$ cat config.mk
export PLATFORM = sky130hd
export DESIGN_NAME = ctg_trigger_top
export DESIGN_NICKNAME = d
export VERILOG_FILES = /design/src/ctg_pkg.sv /design/src/ctg_timer_if.sv /design/src/ctg_phase_timer.sv /design/src/ctg_trigger_top.sv
export SDC_FILE = /design/constraint.sdc
export NUM_CORES = 1
export LEC_CHECK = 0
export BUFFER_PORTS_ARGS = -buffer_cell sky130_fd_sc_hd__buf_2
export CAP_MARGIN = 20
export CORE_AREA = 2 2 82 163
export CTS_CLUSTER_DIAMETER = 200
export DETAILED_ROUTE_END_ITERATION = 16
export DIE_AREA = 0 0 84 165
export GPL_ROUTABILITY_DRIVEN = 1
export GPL_TIMING_DRIVEN = 0
export PLACE_DENSITY = 0.76
export RECOVER_POWER = 100
export SYNTH_ARGS = -nofsm -noshare
export SYNTH_HDL_FRONTEND = slang
export SYNTH_HIERARCHICAL = 1
export SYNTH_SLANG_ARGS = --single-unit
$ cat constraint.sdc
create_clock -name clock_i -period 3.1 [get_ports clock_i]
set_input_delay 0.31 -clock clock_i [delete_from_list [all_inputs] [get_ports clock_i]]
set_output_delay 0.31 -clock clock_i [all_outputs]
set_load 0.02 [all_outputs]
$ cat src/ctg_pkg.sv
// Purpose: Shared constants and types of the camera trigger generator
// Assumes: 50 MHz system clock, AHB-Lite register access with 32-bit data
// Notes:   Register indices are word indices; byte address is index times four
package ctg_pkg;

    // ======================================================================
    // Timing
    localparam int unsigned CLK_HZ = 50_000_000;
    localparam int unsigned BASE_HZ = 25_000_000;
    localparam int unsigned BASE_DIV = CLK_HZ / BASE_HZ;
    localparam logic [3:0] BASE_DIV_LAST = 4'(BASE_DIV - 1);

    // ======================================================================
    // Register indices
    localparam logic [7:0] IDX_CTL = 8'h18;
    localparam logic [7:0] IDX_HI_U = 8'h19;
    localparam logic [7:0] IDX_HI_L = 8'h1A;
    localparam logic [7:0] IDX_LO_U = 8'h1B;
    localparam logic [7:0] IDX_LO_L = 8'h1C;
    localparam logic [7:0] IDX_NONE = 8'hFF;

    // ======================================================================
    // Control field positions
    localparam int CTL_SRC_MSB = 7;
    localparam int CTL_SRC_LSB = 4;
    localparam int CTL_ONESHOT = 3;
    localparam int CTL_IDLE = 2;
    localparam int CTL_SCHEME = 1;
    localparam int CTL_GEN = 0;

    // ======================================================================
    // Reset values
    localparam logic [7:0] RST_CTL = 8'h00;
    localparam logic [7:0] RST_HI_U = 8'h00;
    localparam logic [7:0] RST_HI_L = 8'h00;
    localparam logic [7:0] RST_LO_U = 8'h00;
    localparam logic [7:0] RST_LO_L = 8'h00;

    // ======================================================================
    // Source select codes
    localparam logic [3:0] SRC_PORT0 = 4'h0;
    localparam logic [3:0] SRC_PORT1 = 4'h1;
    localparam logic [1:0] SRC_BASE_TOP = 2'h1;
    localparam logic [3:0] SRC_EXT_LAST = 4'hE;

    localparam int CNT_W = 24;

    typedef enum logic [1:0]
    {
        CTG_IDLE = 2'b00,
        CTG_RUN = 2'b01,
        CTG_SHOT = 2'b10
    } ctg_fsm_t;

endpackage

$ cat src/ctg_timer_if.sv
// Purpose: Carries phase timer control and expiry between trigger logic and timer
// Assumes: One clock domain
// Notes:   tick is the selected time base enable
`timescale 1ns/1ps
interface ctg_timer_if #(parameter int CNT_W = 24);
    logic tick;
    logic load;
    logic [CNT_W-1:0] load_value;
    logic expired;

    modport ctrl (output tick, output load, output load_value, input expired);
    modport timer (input tick, input load, input load_value, output expired);
endinterface

$ cat src/ctg_phase_timer.sv
// Purpose: Counts time base ticks for one trigger phase
// Assumes: load and tick are synchronous one-cycle enables
// Notes:   A phase lasts load_value plus one ticks
`timescale 1ns/1ps
module ctg_phase_timer #(parameter int CNT_W = 24)
(
    input wire logic clock_i,
    input wire logic rst_n_i,
    ctg_timer_if.timer tif
);

    typedef struct packed
    {
        logic active;
        logic [CNT_W-1:0] cnt;
    } ctg_timer_state_t;

    ctg_timer_state_t st;
    ctg_timer_state_t next_st;

    // ======================================================================
    // Counter
    // Expiry ignores load so that a reload on expiry forms no loop
    assign tif.expired = tif.tick && st.active && (st.cnt == '0);

    always_comb
    begin
        next_st = st;
        if (tif.load)
        begin
            next_st.active = 1'b1;
            next_st.cnt = tif.load_value;
        end
        else if (tif.tick && st.active)
        begin
            // each phase lasts value plus one
            if (st.cnt == '0)
                next_st.active = 1'b0;
            else
                next_st.cnt = st.cnt - 1'b1;
        end
    end

    always_ff @(posedge clock_i or negedge rst_n_i)
    begin
        if (!rst_n_i)
            st <= '0;
        else
            st <= next_st;
    end

    // ======================================================================
    // Checks
    a_timer_len_exact: assert property (@(posedge clock_i) disable iff (!rst_n_i)
        (tif.load && tif.load_value == '0) ##1 (!tif.load && tif.tick) |-> tif.expired)
        else $error("Zero count did not expire on first tick");

endmodule

$ cat src/ctg_trigger_top.sv
// Purpose: Camera trigger generator with AHB-Lite register bank
// Assumes: Back-channel frame ticks and GPIO inputs are synchronous to clock_i
// Notes:   Reads insert one wait state; writes complete with no wait state
`timescale 1ns/1ps
module ctg_trigger_top
(
    input wire logic clock_i,
    input wire logic rst_n_i,
    input wire logic hsel_i,
    input wire logic [31:0] haddr_i,
    input wire logic [1:0] htrans_i,
    input wire logic hwrite_i,
    input wire logic [2:0] hsize_i,
    input wire logic [31:0] hwdata_i,
    input wire logic hready_i,
    output logic [31:0] hrdata_o,
    output logic hreadyout_o,
    output logic hresp_o,
    input wire logic bc_tick0_i,
    input wire logic bc_tick1_i,
    input wire logic [6:0] gpio_i,
    output logic camera_trigger_o
);

    typedef struct packed
    {
        logic [7:0] ctl;
        logic [7:0] hi_u;
        logic [7:0] hi_l;
        logic [7:0] lo_u;
        logic [7:0] lo_l;
        logic wr_pend;
        logic [7:0] wr_idx;
        logic rd_pend;
        logic [7:0] rd_idx;
        logic [31:0] hrdata;
        logic hready;
        logic hresp;
        logic [3:0] div_cnt;
        logic base_tick;
        logic shot_req;
        ctg_pkg::ctg_fsm_t fsm;
        logic trig;
    } ctg_state_t;

    localparam ctg_state_t ST_RESET = '{
        ctl: ctg_pkg::RST_CTL,
        hi_u: ctg_pkg::RST_HI_U,
        hi_l: ctg_pkg::RST_HI_L,
        lo_u: ctg_pkg::RST_LO_U,
        lo_l: ctg_pkg::RST_LO_L,
        wr_pend: 1'b0,
        wr_idx: ctg_pkg::IDX_NONE,
        rd_pend: 1'b0,
        rd_idx: ctg_pkg::IDX_NONE,
        hrdata: 32'h0000_0000,
        hready: 1'b1,
        hresp: 1'b0,
        div_cnt: 4'h0,
        base_tick: 1'b0,
        shot_req: 1'b0,
        fsm: ctg_pkg::CTG_IDLE,
        trig: 1'b0
    };

    ctg_state_t st;
    ctg_state_t next_st;
    logic [1:0] rst_q;
    logic rst_n;
    logic sel_tick;
    logic tmr_load;
    logic [ctg_pkg::CNT_W-1:0] tmr_value;
    logic accept;
    logic [3:0] src;
    logic ext_mode;
    logic int_mode;
    logic idle_lvl;
    ctg_timer_if #(.CNT_W(ctg_pkg::CNT_W)) tif ();

    // ======================================================================
    // Functions
    function automatic logic is_internal(input logic [3:0] code);
        is_internal = (code == ctg_pkg::SRC_PORT0) || (code == ctg_pkg::SRC_PORT1)
            || (code[3:2] == ctg_pkg::SRC_BASE_TOP);
    endfunction
    function automatic logic is_external(input logic [3:0] code);
        is_external = code[3] && (code <= ctg_pkg::SRC_EXT_LAST);
    endfunction
    // Count for the phase whose output level is lvl
    function automatic logic [ctg_pkg::CNT_W-1:0] phase_count(
        input logic lvl,
        input ctg_state_t s
    );
        if (s.ctl[ctg_pkg::CTL_SCHEME])
            phase_count = {s.hi_l, s.lo_u, s.lo_l};
        else if (lvl)
            phase_count = {8'h00, s.hi_u, s.hi_l};
        else
            phase_count = {8'h00, s.lo_u, s.lo_l};
    endfunction

    function automatic logic [7:0] read_reg(input logic [7:0] idx, input ctg_state_t s);
        if (idx == ctg_pkg::IDX_CTL)
            read_reg = s.ctl & ~(8'h01 << ctg_pkg::CTL_ONESHOT);
        else if (idx == ctg_pkg::IDX_HI_U)
            read_reg = s.hi_u;
        else if (idx == ctg_pkg::IDX_HI_L)
            read_reg = s.hi_l;
        else if (idx == ctg_pkg::IDX_LO_U)
            read_reg = s.lo_u;
        else if (idx == ctg_pkg::IDX_LO_L)
            read_reg = s.lo_l;
        else
            read_reg = 8'h00;
    endfunction

    // ======================================================================
    // Reset release
    always_ff @(posedge clock_i or negedge rst_n_i)
    begin
        if (!rst_n_i)
            rst_q <= 2'b00;
        else
            rst_q <= {rst_q[0], 1'b1};
    end
    assign rst_n = rst_q[1];

    // ======================================================================
    // Source decode and time base
    assign src = st.ctl[ctg_pkg::CTL_SRC_MSB:ctg_pkg::CTL_SRC_LSB];
    assign ext_mode = is_external(src);
    assign int_mode = is_internal(src);
    assign idle_lvl = st.ctl[ctg_pkg::CTL_IDLE];
    assign accept = hsel_i && htrans_i[1] && hready_i && st.hready;

    always_comb
    begin
        if (src == ctg_pkg::SRC_PORT0)
            sel_tick = bc_tick0_i;
        else if (src == ctg_pkg::SRC_PORT1)
            sel_tick = bc_tick1_i;
        else if (src[3:2] == ctg_pkg::SRC_BASE_TOP)
            sel_tick = st.base_tick;
        // reserved codes give no time base
        else
            sel_tick = 1'b0;
    end

    assign tif.tick = sel_tick;
    assign tif.load = tmr_load;
    assign tif.load_value = tmr_value;
    ctg_phase_timer #(.CNT_W(ctg_pkg::CNT_W)) u_timer
    (
        .clock_i(clock_i),
        .rst_n_i(rst_n),
        .tif(tif.timer)
    );

    // ======================================================================
    // Next state
    always_comb
    begin
        next_st = st;
        tmr_load = 1'b0;
        tmr_value = '0;

        // Divider for the 25 MHz enable
        if (st.div_cnt == ctg_pkg::BASE_DIV_LAST)
            next_st.div_cnt = 4'h0;
        else
            next_st.div_cnt = st.div_cnt + 4'h1;
        next_st.base_tick = (st.div_cnt == ctg_pkg::BASE_DIV_LAST);

        // Bus address phase
        next_st.wr_pend = accept && hwrite_i;
        next_st.shot_req = 1'b0;
        if (accept)
        begin
            if (haddr_i[31:10] == 22'h0)
            begin
                next_st.wr_idx = haddr_i[9:2];
                next_st.rd_idx = haddr_i[9:2];
            end
            else
            begin
                next_st.wr_idx = ctg_pkg::IDX_NONE;
                next_st.rd_idx = ctg_pkg::IDX_NONE;
            end
            // Wait state lets a preceding write land before the read samples
            if (!hwrite_i)
            begin
                next_st.rd_pend = 1'b1;
                next_st.hready = 1'b0;
            end
        end
        if (st.rd_pend)
        begin
            next_st.rd_pend = 1'b0;
            next_st.hready = 1'b1;
            next_st.hrdata = {24'h000000, read_reg(st.rd_idx, st)};
        end
        next_st.hresp = 1'b0;

        // Bus write data phase
        if (st.wr_pend)
        begin
            if (st.wr_idx == ctg_pkg::IDX_CTL)
            begin
                next_st.ctl = hwdata_i[7:0] & ~(8'h01 << ctg_pkg::CTL_ONESHOT);
                next_st.shot_req = hwdata_i[ctg_pkg::CTL_ONESHOT];
            end
            else if (st.wr_idx == ctg_pkg::IDX_HI_U)
                next_st.hi_u = hwdata_i[7:0];
            else if (st.wr_idx == ctg_pkg::IDX_HI_L)
                next_st.hi_l = hwdata_i[7:0];
            else if (st.wr_idx == ctg_pkg::IDX_LO_U)
                next_st.lo_u = hwdata_i[7:0];
            else if (st.wr_idx == ctg_pkg::IDX_LO_L)
                next_st.lo_l = hwdata_i[7:0];
        end

        // Trigger sequencer
        case (st.fsm)
            ctg_pkg::CTG_IDLE:
            begin
                next_st.trig = idle_lvl;
                if (ext_mode)
                    next_st.trig = gpio_i[src[2:0]];
                // Start waits for a tick so every phase spans whole base periods
                else if (int_mode && (st.ctl[ctg_pkg::CTL_GEN] || st.shot_req) && !sel_tick)
                    next_st.shot_req = st.shot_req;
                else if (st.ctl[ctg_pkg::CTL_GEN] && int_mode)
                begin
                    next_st.fsm = ctg_pkg::CTG_RUN;
                    tmr_load = 1'b1;
                    tmr_value = phase_count(idle_lvl, st);
                end
                // a single request gives one pulse
                else if (st.shot_req && int_mode)
                begin
                    // pulse opposite idle for high count
                    next_st.fsm = ctg_pkg::CTG_SHOT;
                    next_st.trig = !idle_lvl;
                    tmr_load = 1'b1;
                    tmr_value = phase_count(1'b1, st);
                end
            end
            ctg_pkg::CTG_RUN:
            begin
                if (!st.ctl[ctg_pkg::CTL_GEN] || !int_mode)
                begin
                    next_st.fsm = ctg_pkg::CTG_IDLE;
                    next_st.trig = idle_lvl;
                end
                else if (tif.expired)
                begin
                    next_st.trig = !st.trig;
                    tmr_load = 1'b1;
                    tmr_value = phase_count(!st.trig, st);
                end
            end
            ctg_pkg::CTG_SHOT:
            begin
                if (tif.expired || !int_mode)
                begin
                    next_st.fsm = ctg_pkg::CTG_IDLE;
                    next_st.trig = idle_lvl;
                end
            end
            default:
            begin
                next_st.fsm = ctg_pkg::CTG_IDLE;
                next_st.trig = idle_lvl;
            end
        endcase
    end

    always_ff @(posedge clock_i or negedge rst_n)
    begin
        if (!rst_n)
            st <= ST_RESET;
        else
            st <= next_st;
    end

    assign hrdata_o = st.hrdata;
    assign hreadyout_o = st.hready;
    assign hresp_o = st.hresp;
    assign camera_trigger_o = st.trig;

    // ======================================================================
    // Checks
    a_oneshot_reads_zero: assert property (@(posedge clock_i) disable iff (!rst_n)
        (st.rd_pend && st.rd_idx == ctg_pkg::IDX_CTL) |=> !hrdata_o[ctg_pkg::CTL_ONESHOT])
        else $error("One-shot bit read back as one");
    a_idle_level_held: assert property (@(posedge clock_i) disable iff (!rst_n)
        (st.fsm == ctg_pkg::CTG_IDLE && !ext_mode && !st.shot_req)
        |=> camera_trigger_o == $past(idle_lvl))
        else $error("Output left idle level while idle");
    a_ext_passthrough: assert property (@(posedge clock_i) disable iff (!rst_n)
        (st.fsm == ctg_pkg::CTG_IDLE && ext_mode)
        |=> camera_trigger_o == $past(gpio_i[src[2:0]]))
        else $error("External GPIO not passed to output");
    a_gen_stops: assert property (@(posedge clock_i) disable iff (!rst_n)
        (st.fsm == ctg_pkg::CTG_RUN && !st.ctl[ctg_pkg::CTL_GEN])
        |=> st.fsm == ctg_pkg::CTG_IDLE ##1 camera_trigger_o == $past(idle_lvl, 2))
        else $error("Generation continued after disable");
    a_toggle_on_expire: assert property (@(posedge clock_i) disable iff (!rst_n)
        (st.fsm == ctg_pkg::CTG_RUN && tif.expired && st.ctl[ctg_pkg::CTL_GEN] && int_mode)
        |=> camera_trigger_o != $past(camera_trigger_o))
        else $error("Output did not toggle at phase expiry");
    a_base_tick_rate: assert property (@(posedge clock_i) disable iff (!rst_n)
        st.base_tick |=> !st.base_tick ##1 st.base_tick)
        else $error("25 MHz enable has wrong period");
    a_port_tick_sel: assert property (@(posedge clock_i) disable iff (!rst_n)
        (src == ctg_pkg::SRC_PORT1) |-> (tif.tick == bc_tick1_i))
        else $error("Port 1 frame clock not selected");
    a_shot_level: assert property (@(posedge clock_i) disable iff (!rst_n)
        (st.fsm == ctg_pkg::CTG_SHOT) |-> (camera_trigger_o == !idle_lvl))
        else $error("One-shot pulse at wrong level");
    a_fifty_count: assert property (@(posedge clock_i) disable iff (!rst_n)
        (tmr_load && st.ctl[ctg_pkg::CTL_SCHEME])
        |-> tmr_value == {st.hi_l, st.lo_u, st.lo_l})
        else $error("50/50 count assembled wrongly");
    a_hilo_count: assert property (@(posedge clock_i) disable iff (!rst_n)
        (tmr_load && !st.ctl[ctg_pkg::CTL_SCHEME] && st.fsm == ctg_pkg::CTG_RUN && st.trig)
        |-> tmr_value == {8'h00, st.lo_u, st.lo_l})
        else $error("Low phase loaded wrong count");
    a_write_lands: assert property (@(posedge clock_i) disable iff (!rst_n)
        (st.wr_pend && st.wr_idx == ctg_pkg::IDX_HI_U) |=> st.hi_u == $past(hwdata_i[7:0]))
        else $error("High count upper byte not written");

endmodule

After elaboration in Yosys (flattened, before gate mapping)

Index checks and enable logic that the tools add are counted.

Flip-flop bits (word level): 94
Bits in latches: 0
Bits in writable memories: 0
Memory bits (read-only): 0
Input bits: 83
Word-level logic and storage cells: 139
Memories: 0

$add $sub $neg: 2
Multiply operators: 0
Div/mod/pow operators: 0
$lt $le $gt $ge: 2
Equal/unequal tests: 19
Shift operators: 0
Mux-type cells: 56
Bitwise logic cells: 4
Reduce and logical (&&, ||, !) cells: 38

Operators with widths:

| operator                | number |
|---|---|
| $mux W24                | 10 |
| $mux W25                | 2 |
| $mux W8                 | 6 |
| $pmux W24 S2            | 1 |
| $eq A8 B5 Y1 const B    | 5 |
| $mux W16                | 2 |
| $logic_not A24 Y1       | 1 |
| $mux W1                 | 24 |
| $sub A24 B1 Y24 const B | 1 |
| $logic_not A22 Y1       | 1 |
| $mux W3                 | 4 |
| $logic_and A1 B1 Y1     | 11 |
| $ne A2 B2 Y1 const B    | 5 |
| $reduce_and A2 Y1       | 5 |
| $reduce_and A5 Y1       | 2 |
| $mux W9                 | 1 |
| $ne A3 B3 Y1 const B    | 3 |
| $pmux W3 S3             | 1 |
| $eq A4 B1 Y1 const B    | 2 |
| $reduce_and A6 Y1       | 1 |
| $reduce_bool A2 Y1      | 3 |
| $logic_not A1 Y1        | 5 |
| $logic_or A1 B1 Y1      | 5 |
| $add A4 B1 Y4 const B   | 1 |
| 14 further kinds        | 19 |

Depth between registers and ports, before layout

Gate-level depths: netlist of the first run.

Depth in word-level cells: 11
Depth in mapped cells: 11

Hierarchy

Netlist of the first run, hierarchy kept.

Modules (own cells, without submodules):

| module          | times used | cells each | area an instance (um^2) | seq. area each (um^2) |
|---|---|---|---|---|
| ctg_trigger_top | 1          | 370        | 4,038.9                 | 1,737.9 |
| ctg_phase_timer | 1          | 173        | 1,522.7                 | 625.6 |

Least setup slack after synthesis of the first run

OpenSTA, ideal clock, no wires.

Path kind: reg2reg
Start point: register u_timer/st[0] (netlist name)
End point: register u_timer/st[6] (netlist name)
Library setup time: 0.125 ns
Arrival: 2.920 ns
Path slack: 0.056 ns
Stages on the path, launching flop included: 11
Buffers on the path: 2
Cells stage by stage: dfrtp_1 > inv_1 > ha_1 > nor4b_1 > nand4_2 > nor3_1 > nand3_1 > clkbuf_1 > nand2_1 > clkbuf_1 > mux2_2

Word-level cells in the longest chain between the ends: 7
Elaborated cells between the ends (all ways): 15
Those cells by class: add/sub: 1; eq/ne: 1; mux: 9; reduce/logical: 4

RTL lines:

| what                                                         | line                   | text |
|---|---|---|
| from (decl)                                                  | ctg_phase_timer.sv:18  | `ctg_timer_state_t st;` |
| from (signal assigned)                                       | ctg_phase_timer.sv:49  | `st <= next_st;` |
| $logic_not A24 Y1 (*)                                        | ctg_phase_timer.sv:24  | `assign tif.expired = tif.tick && st.active && (st.cnt == '0);` |
| $logic_and A1 B1 Y1 (*)                                      | ctg_phase_timer.sv:24  |  |
| net tif.expired                                              | ctg_timer_if.sv:9      | `logic expired;` |
| $mux W1 (*)                                                  | ctg_trigger_top.sv:255 | `else if (tif.expired)` |
| $mux W1 (*)                                                  | ctg_trigger_top.sv:250 | `if (!st.ctl[ctg_pkg::CTL_GEN] \|\| !int_mode)` |
| $pmux W1 S2 (*)                                              | ctg_trigger_top.sv:223 | `case (st.fsm)` |
| net tif.load                                                 | ctg_timer_if.sv:7      | `logic load;` |
| $ne A2 B2 Y1 (no line) or $reduce_bool A2 Y1 (tied branches) | -                      |  |
| $reduce_and A2 Y1 (no line)                                  | -                      |  |

The timed path passes the listed nets; every way through them passes the cells marked *. The select of a mux whose other input is x is not followed.
A chain may end at the register's enable or synchronous reset.

Worst setup path in the final report of the first run

Start point: register u_timer/st[13] (netlist name)
End point: register u_timer/st[6] (netlist name)

The elaborated chain is that of the path after synthesis.

==> reports/metrics.csv, run 1 <==
stage,metric,value,unit
critical_path,Worst Reg-to-Reg Cells,7,
yosys,sequential-to-total area share from yosys stat,0.4250,
floorplanning,starting density of the core,0.4430,
clock_tree,root buf cell,clkbuf_16,
finish,ratio of cells with drive above 1 in the final layout,0.3014,
yosys,"EDFF count, synth",0,
place,gpl congestion,0.9697,
floorplanning,IO Pins,118,
place,port buffer count,62,
power_and_ir_drop,Pwr Density,653.0,nW/um^2
floorplanning,core area,12550,sq um
critical_path,CP startpoint kind,flip-flop,
hold_path,worst min path class,in -> reg,
sta,slew of the pin with the lowest slew margin,1.760,ns
yosys,area share of fa/ha/maj cells after synthesis,0.004499,
drt,vias per cell,5.870,
yosys,asr flop ratio synth,1.000,
finish,Nets,727,
run,Max-Cap Viols,1,
sta,Final TNS setup,0,ns
critical_path,crit-path max FO,18,
critical_path,reg2reg start,u_timer/st[13]$_DFFE_PN0P_,
yosys,Synth Cell Area,5562,sq um
yosys,Post-Synth Simple-Gate Area,0.1521,
sta,fin crit share,0.9493,
sta,final setup violation count,0,
yosys,Synth Flop Type,dfrtp_1,
clock_tree,Max clock buf depth,2,
clock_tree,clk_lat worst skew,0.34,ns
yosys,Yosys cell types,62,
floorplanning,Die Wd,84,um
global_route,vias in the first global route,4925,
clock_tree,clk slew on worst S/H paths,0.07,ns
finish,highest-count cells in the layout ignoring fill and taps,"dfrtp_1, buf_2, mux2_2",
sta,Max Fclk,339.8,MHz
power_and_ir_drop,peak supply drop,0.5263,mV
drt,post-route ant nets,0,
floorplanning,Die Ht,165,um
clock_tree,TritonCTS Sinks,94,
finish,Ant. Diodes,0,
drt,First DRT Iteration DRCs,191,
floorplanning,Die ar.,13860,sq um
yosys,Yosys reg bits,94,
sta,Final Critical Period,2.943,ns
status,failing checks,"max-capacitance violations, max-slew violations",
finish,layout overhead on the synthesized area,18.43,%
yosys,Area contributors post-synth,"dfrtp_1, mux2_2, buf_4",
sta,setup ws final,0.1572,ns
yosys,share of the synthesized area in the top cell type,0.3825,
sta,RSZ-0062 raised after global routing,false,
floorplanning,row cnt,58,
status,status,"finished, violations left",
critical_path,WS Path Type,reg -> reg,
global_route,largest net degree at the start of global routing,74,
drt,drc violations,0,
yosys,Synth Area in XOR/XNOR,0.03307,
global_route,GRT Util Overall,0.2273,
critical_path,Critical Path AT,3.17,ns
hold_path,hold path start,hwrite_i,
global_route,Congestion Overflow GR,0,
yosys,Synth area leader,dfrtp_1,
place,post-DP HPWL,11710,um
drt,final WL,15220,um
clock_tree,H-tree levels,3,
sta,final hold violations,0,
critical_path,Setup crit start,u_timer/st[13]$_DFFE_PN0P_,
yosys,Cells after Synth,543,
yosys,YS warnings,6,
yosys,Synth Area in Compound Gates,0.1651,
finish,fin cells,797,
yosys,largest family of logic cells by synthesized area,compound AO/OA/AOI/OAI gates,
power_and_ir_drop,leak pwr,0.002854,uW
yosys,Mean Syn Cell Area,10.24,sq um
yosys,mux cell area share after synthesis,0.1413,
sta,Slew Limit Fails,74,
critical_path,Worst setup EP type,flip-flop,
clock_tree,total CTS buffers,9,
place,Inst Count DP,780,
drt,Detailed Routing Iterations Pass 1,6,
global_route,first-pass GRT wire length,24510,um
critical_path,Critical Path RT,3.33,ns
place,pre-CTS setup slack,-0.9657,ns
drt,vias,4678,
hold_path,hold depth,2,
sta,Slew headroom,-0.1736,
clock_tree,CTS tree,built,
finish,"most common cell after layout, fill and taps aside",dfrtp_1,
drt,wire length per cell,19.09,um
sta,skew final,0.005813,ns
global_route,initial antenna violation count,0,
finish,fill cell total of the finished layout,1081,
[registers in the layout (all words and copies together), names as in the netlist]
name	cells
hrdata_o	8
camera_trigger_o	1
rst_q	2
idle_lvl	1
u_timer/st	25
st	52
hreadyout_o	1
src	4
[critical path, stage by stage (launching register included)]
cell	delay [ns]
dfrtp_1	0.42
nor4_1	0.55
nand4_2	0.29
nor3_4	0.39
nand3_4	0.26
nand2_1	0.26
clkbuf_2	0.28
mux2_2	0.37
[where the power goes]
part           internal [uW]  switching, uW
Clock                    874            476
Combinational            550            740
Sequential              1430            231
[logic make-up after synthesis]
group	count (synthesis)
DFF	94
adders and majority gates	2
and+or+nand+nor	148
buffers and inverters	75
xor gates and xnor gates	21
AOI/OAI and AO/OA	129
other	2
muxes	72
[per-stage QoR]
step,cell area (sq um),hold WS (ns),util,total power (uW)
4_1_cts,6626,0.1471,0.5278,4314
5_1_grt,6586,0.1677,0.5246,4525
2_1_floorplan,5652,0.01441,-,2561
3_5_place_dp,6181,0.09602,0.4923,2912
6_report,6586,0.1502,0.5246,4301
3_3_place_gp,6150,0.09436,0.4898,2849
[final cells by class]
class	instances	area [sq um]	share of cell area
flip-flops and latches	94	2364	0.3589
clock inverters	7	145.1	0.02204
well taps	150	187.7	0.02850
multi-input cells	398	2910	0.4419
repair buffers	66	326.6	0.04958
plain buffers	53	352.8	0.05357
inverters	20	75.07	0.01140
clock buffers	9	225.2	0.03419
[final timing paths]
kind | slack, ns | to
hold / removal | 0.15 | st[51]$_DFFE_PN0P_
setup / recovery | 0.16 | u_timer/st[6]$_DFFE_PN0P_
min in group asynchronous | 0.28 | rst_q[0]$_DFF_PN0_
max in group asynchronous | 0.57 | u_timer/st[21]$_DFFE_PN0P_
hold reg to reg | 0.33 | st[93]$_DFFE_PN0P_
setup reg to reg | 0.16 | u_timer/st[6]$_DFFE_PN0P_
[cell usage after synthesis (all sizes together) (2+ instances only)]
cell	count
nor3	15
nor4b	2
a22oi	23
conb	2
xnor2	10
o21ai	27
nand4	10
mux2	52
mux2i	20
xor2	11
and2	11
nor2	21
nand3b	3
o31ai	3
or4	4
dfrtp	85
a21oi	10
o22a	8
o22ai	25
dfstp	9
nor2b	10
clkbuf	12
or3	3
clkinv	2
buf	43
nand3	10
o2bb2ai	7
nor3b	2
and4	3
ha	2
o21a	7
a221oi	2
o41ai	5
a31oi	2
o211ai	2
nor4	15
inv	18
nand2	35
[per-layer routing]
layer | global-route usage | up-vias | share of wire
met2 | 0.4324 | 189 | 0.55
met5 | 0 | - | 0
met1 | 0.2017 | 2251 | 0.31
met3 | 0.02749 | 75 | 0.039
met4 | 0.2089 | 0 | 0.092
li1 | - | 2163 | -
[timing repair]
action / 4_1_cts / 5_1_grt
hold buffers: 1 / 0
pin swaps: 2 / 0
hold endpoints to repair: 2 / 0
cloned: 0 / 0
buffers inserted: 2 / 0
resized for setup: 11 / 1
setup endpoints to repair: 25 / 14
(Power assumes the default switching activity.)
==> run 2, diff against run 1 <==
- RECOVER_POWER: 100 -> 50
==> run 2 against run 1 <==
Net effect:
- the run still ends with max-capacitance violations, max-slew violations left
- register-to-register slack better by 0.03 ns
- sequential power hardly changed
- final cell count stayed put
- hold slack hardly changed
- critical path depth stayed put
- setup slack better by 0.030 ns
- via count is 0.13% lower
- count of clock-buffer cells in the layout stayed put
- flip-flop and latch count stayed put
- total power is 0.49% higher
- cell area is 0.19% higher
- largest cell class unchanged
==> reports/metrics.csv, run 2 (synthesis results as in run 1) <==
stage,metric,value,unit,change
run,Max-Cap Viols,1,,unchanged
clock_tree,root buf cell,clkbuf_16,,
floorplanning,Die Wd,84,um,unchanged
place,post-DP HPWL,11710,um,unchanged
floorplanning,core area,12550,sq um,unchanged
finish,register area,2364,sq um,unchanged
sta,Slew headroom,-0.1710,,+0.002604
finish,highest-count cells in the layout ignoring fill and taps,"dfrtp_1, buf_2, mux2_2",,
global_route,GRT Util Overall,0.2273,,unchanged
sta,setup ws final,0.1873,ns,+0.03001 ns
finish,fill cell total of the finished layout,1077,,-0.37%
sta,fin crit share,0.9396,,-0.009679
critical_path,CP startpoint kind,flip-flop,,
clock_tree,clk_lat worst skew,0.34,ns,about the same
finish,post-layout util,0.5256,,+0.0009970
power_and_ir_drop,sw power,1452,uW,+0.35%
critical_path,kind of cell adding the most delay to the critical path,simple AND/OR/NAND/NOR gates,,
place,port buffer count,62,,unchanged
status,failing checks,"max-capacitance violations, max-slew violations",,
floorplanning,Die ar.,13860,sq um,unchanged
sta,Slew Limit Fails,74,,unchanged
drt,Detailed Routing Iterations Pass 1,4,,-2
drt,vias,4672,,-0.13%
finish,fin cells,797,,unchanged
sta,skew final,0.005573,ns,-0.0002400 ns
clock_tree,clk slew on worst S/H paths,0.06,ns,about the same
global_route,first-pass GRT wire length,24510,um,unchanged
power_and_ir_drop,Pwr Density,654.9,nW/um^2,+0.30%
clock_tree,Max clock buf depth,2,,unchanged
status,status,"finished, violations left",,
critical_path,Worst setup EP type,flip-flop,,
drt,First DRT Iteration DRCs,192,,+0.52%
finish,Nets,727,,unchanged
drt,final WL,15290,um,+0.47%
power_and_ir_drop,Cell Int Power,2869,uW,+0.55%
hold_path,worst min path class,in -> reg,,
sta,final hold violations,0,,unchanged
drt,wire length per cell,19.18,um,+0.47%
critical_path,worst path buffer plus inverter count,1,,unchanged
clock_tree,H-tree levels,3,,unchanged
critical_path,crit-path max FO,18,,unchanged
drt,post-route ant nets,0,,unchanged
sta,final hold slack,0.1501,ns,-0.0001210 ns
sta,Max Fclk,343.3,MHz,+1.0%
power_and_ir_drop,sw frac,0.3361,,-0.0004467
clock_tree,CTS tree,built,,
drt,vias per cell,5.862,,-0.13%
place,pre-CTS setup slack,-0.9657,ns,unchanged
floorplanning,Die Ht,165,um,unchanged
critical_path,WS Path Type,reg -> reg,,
global_route,initial antenna violation count,0,,unchanged
finish,"most common cell after layout, fill and taps aside",dfrtp_1,,
power_and_ir_drop,Comb pwr share,0.302,,+0.002
finish,max reg flops,52,,unchanged
critical_path,Worst path max stage delay,0.53,ns,-0.02 ns
critical_path,Critical Path AT,3.14,ns,-0.03 ns
global_route,vias in the first global route,4925,,unchanged
floorplanning,row cnt,58,,unchanged
floorplanning,starting density of the core,0.4430,,unchanged
sta,slew of the pin with the lowest slew margin,1.757,ns,-0.003905 ns
sta,final setup violation count,0,,unchanged
power_and_ir_drop,leak pwr,0.002891,uW,+1.3%
clock_tree,total CTS buffers,9,,unchanged
drt,drc violations,0,,unchanged
place,Inst Count DP,780,,unchanged
finish,Top reg by flops,st,,
power_and_ir_drop,peak supply drop,0.5262,mV,about the same
place,gpl congestion,0.9697,,unchanged
critical_path,CP Cell Sequence,"nor4_1, nand4_2, nor3_4, nand3_4, nand2_1, clkbuf_2, mux2_2",,
finish,area of the multi-input gates,2910,sq um,unchanged
finish,Final Cell Area,6599,sq um,+0.19%
finish,layout overhead on the synthesized area,18.65,%,
critical_path,Critical Path RT,3.33,ns,about the same
floorplanning,IO Pins,118,,unchanged
finish,Ant. Diodes,0,,unchanged
finish,ratio of cells with drive above 1 in the final layout,0.3199,,+0.01855
power_and_ir_drop,power share of the clock group,0.313,,about the same
place,area of placed instances,6181,sq um,unchanged
critical_path,Worst path slowest cell,nor4_1,,
global_route,Congestion Overflow GR,0,,unchanged
sta,RSZ-0062 raised after global routing,false,,
sta,Final Critical Period,2.913,ns,-0.03000 ns
power_and_ir_drop,sequential share of power,0.385,,about the same
global_route,largest net degree at the start of global routing,74,,unchanged
clock_tree,TritonCTS Sinks,94,,unchanged
run 2: changes by cell type in the layout (fill, tap and decap cells not counted), sizes merged:
cell / previous run / this run
buf: 95 / 106
clkbuf: 32 / 21
run 2: layout make-up:
class	count	share of cell area
Buffer	53	0.05347
Clock buffer	9	0.03413
Clock inverter	7	0.02199
Inverter	20	0.01138
Multi-Input combinational cell	398	0.4410
Sequential cell	94	0.3582
Tap cell	150	0.02844
Timing Repair Buffer	66	0.05138
run 2: final timing paths:
kind	startpoint	end	slack [ns]	cells after the start
setup / recovery	u_timer/st[13]$_DFFE_PN0P_	u_timer/st[6]$_DFFE_PN0P_	0.19	7
hold / removal	hwrite_i	st[51]$_DFFE_PN0P_	0.15	2
setup reg to reg	u_timer/st[13]$_DFFE_PN0P_	u_timer/st[6]$_DFFE_PN0P_	0.19	7
hold reg to reg	rst_q[1]$_DFF_PN0_	st[93]$_DFFE_PN0P_	0.33	0
max in group asynchronous	rst_q[1]$_DFF_PN0_	u_timer/st[21]$_DFFE_PN0P_	0.57	1
min in group asynchronous	rst_n_i	rst_q[0]$_DFF_PN0_	0.28	2
run 2: power groups by stage:
stage | combinational (uW) | sequential, uW | clock, uW
global placement | 1190 | 1660 | 0
floorplan | 922 | 1640 | 0
finish | 1300 | 1660 | 1350
detailed placement | 1250 | 1660 | 0
CTS | 1300 | 1660 | 1360
global route | 1430 | 1690 | 1420
run 2: per-stage QoR:
| step | setup TNS [ns] | power (uW) |
|---|---|---|
| 6_report | 0 | 4322 |
| 5_1_grt | 0 | 4539 |
| 4_1_cts | 0 | 4314 |
| 3_3_place_gp | -61.02 | 2849 |
| 2_1_floorplan | 0 | 2561 |
| 3_5_place_dp | -19.50 | 2912 |
run 2: repair_timing:
item	4_1_cts	5_1_grt
buffers inserted	2	0
endpoints found under the hold margin	2	0
hold buffers	1	0
pin swaps	2	0
resized for setup	11	1
endpoints found under the setup margin	25	14
run 2: routing by layer:
metal	part of all wire	vias up	track usage
met5	0	-	0
met4	0.093	0	0.2089
met3	0.040	78	0.02749
met2	0.55	191	0.4324
met1	0.32	2237	0.2017
li1	-	2166	-
run 2: worst reg2reg max path: cells and delay by family (launching register included):
| family | cells | cell delay, ns |
|---|---|---|
| AND/OR/NAND/NOR | 5 | 1.73 |
| multiplexers | 1 | 0.37 |
| flip-flops | 1 | 0.42 |
| buffers and inverters | 1 | 0.27 |
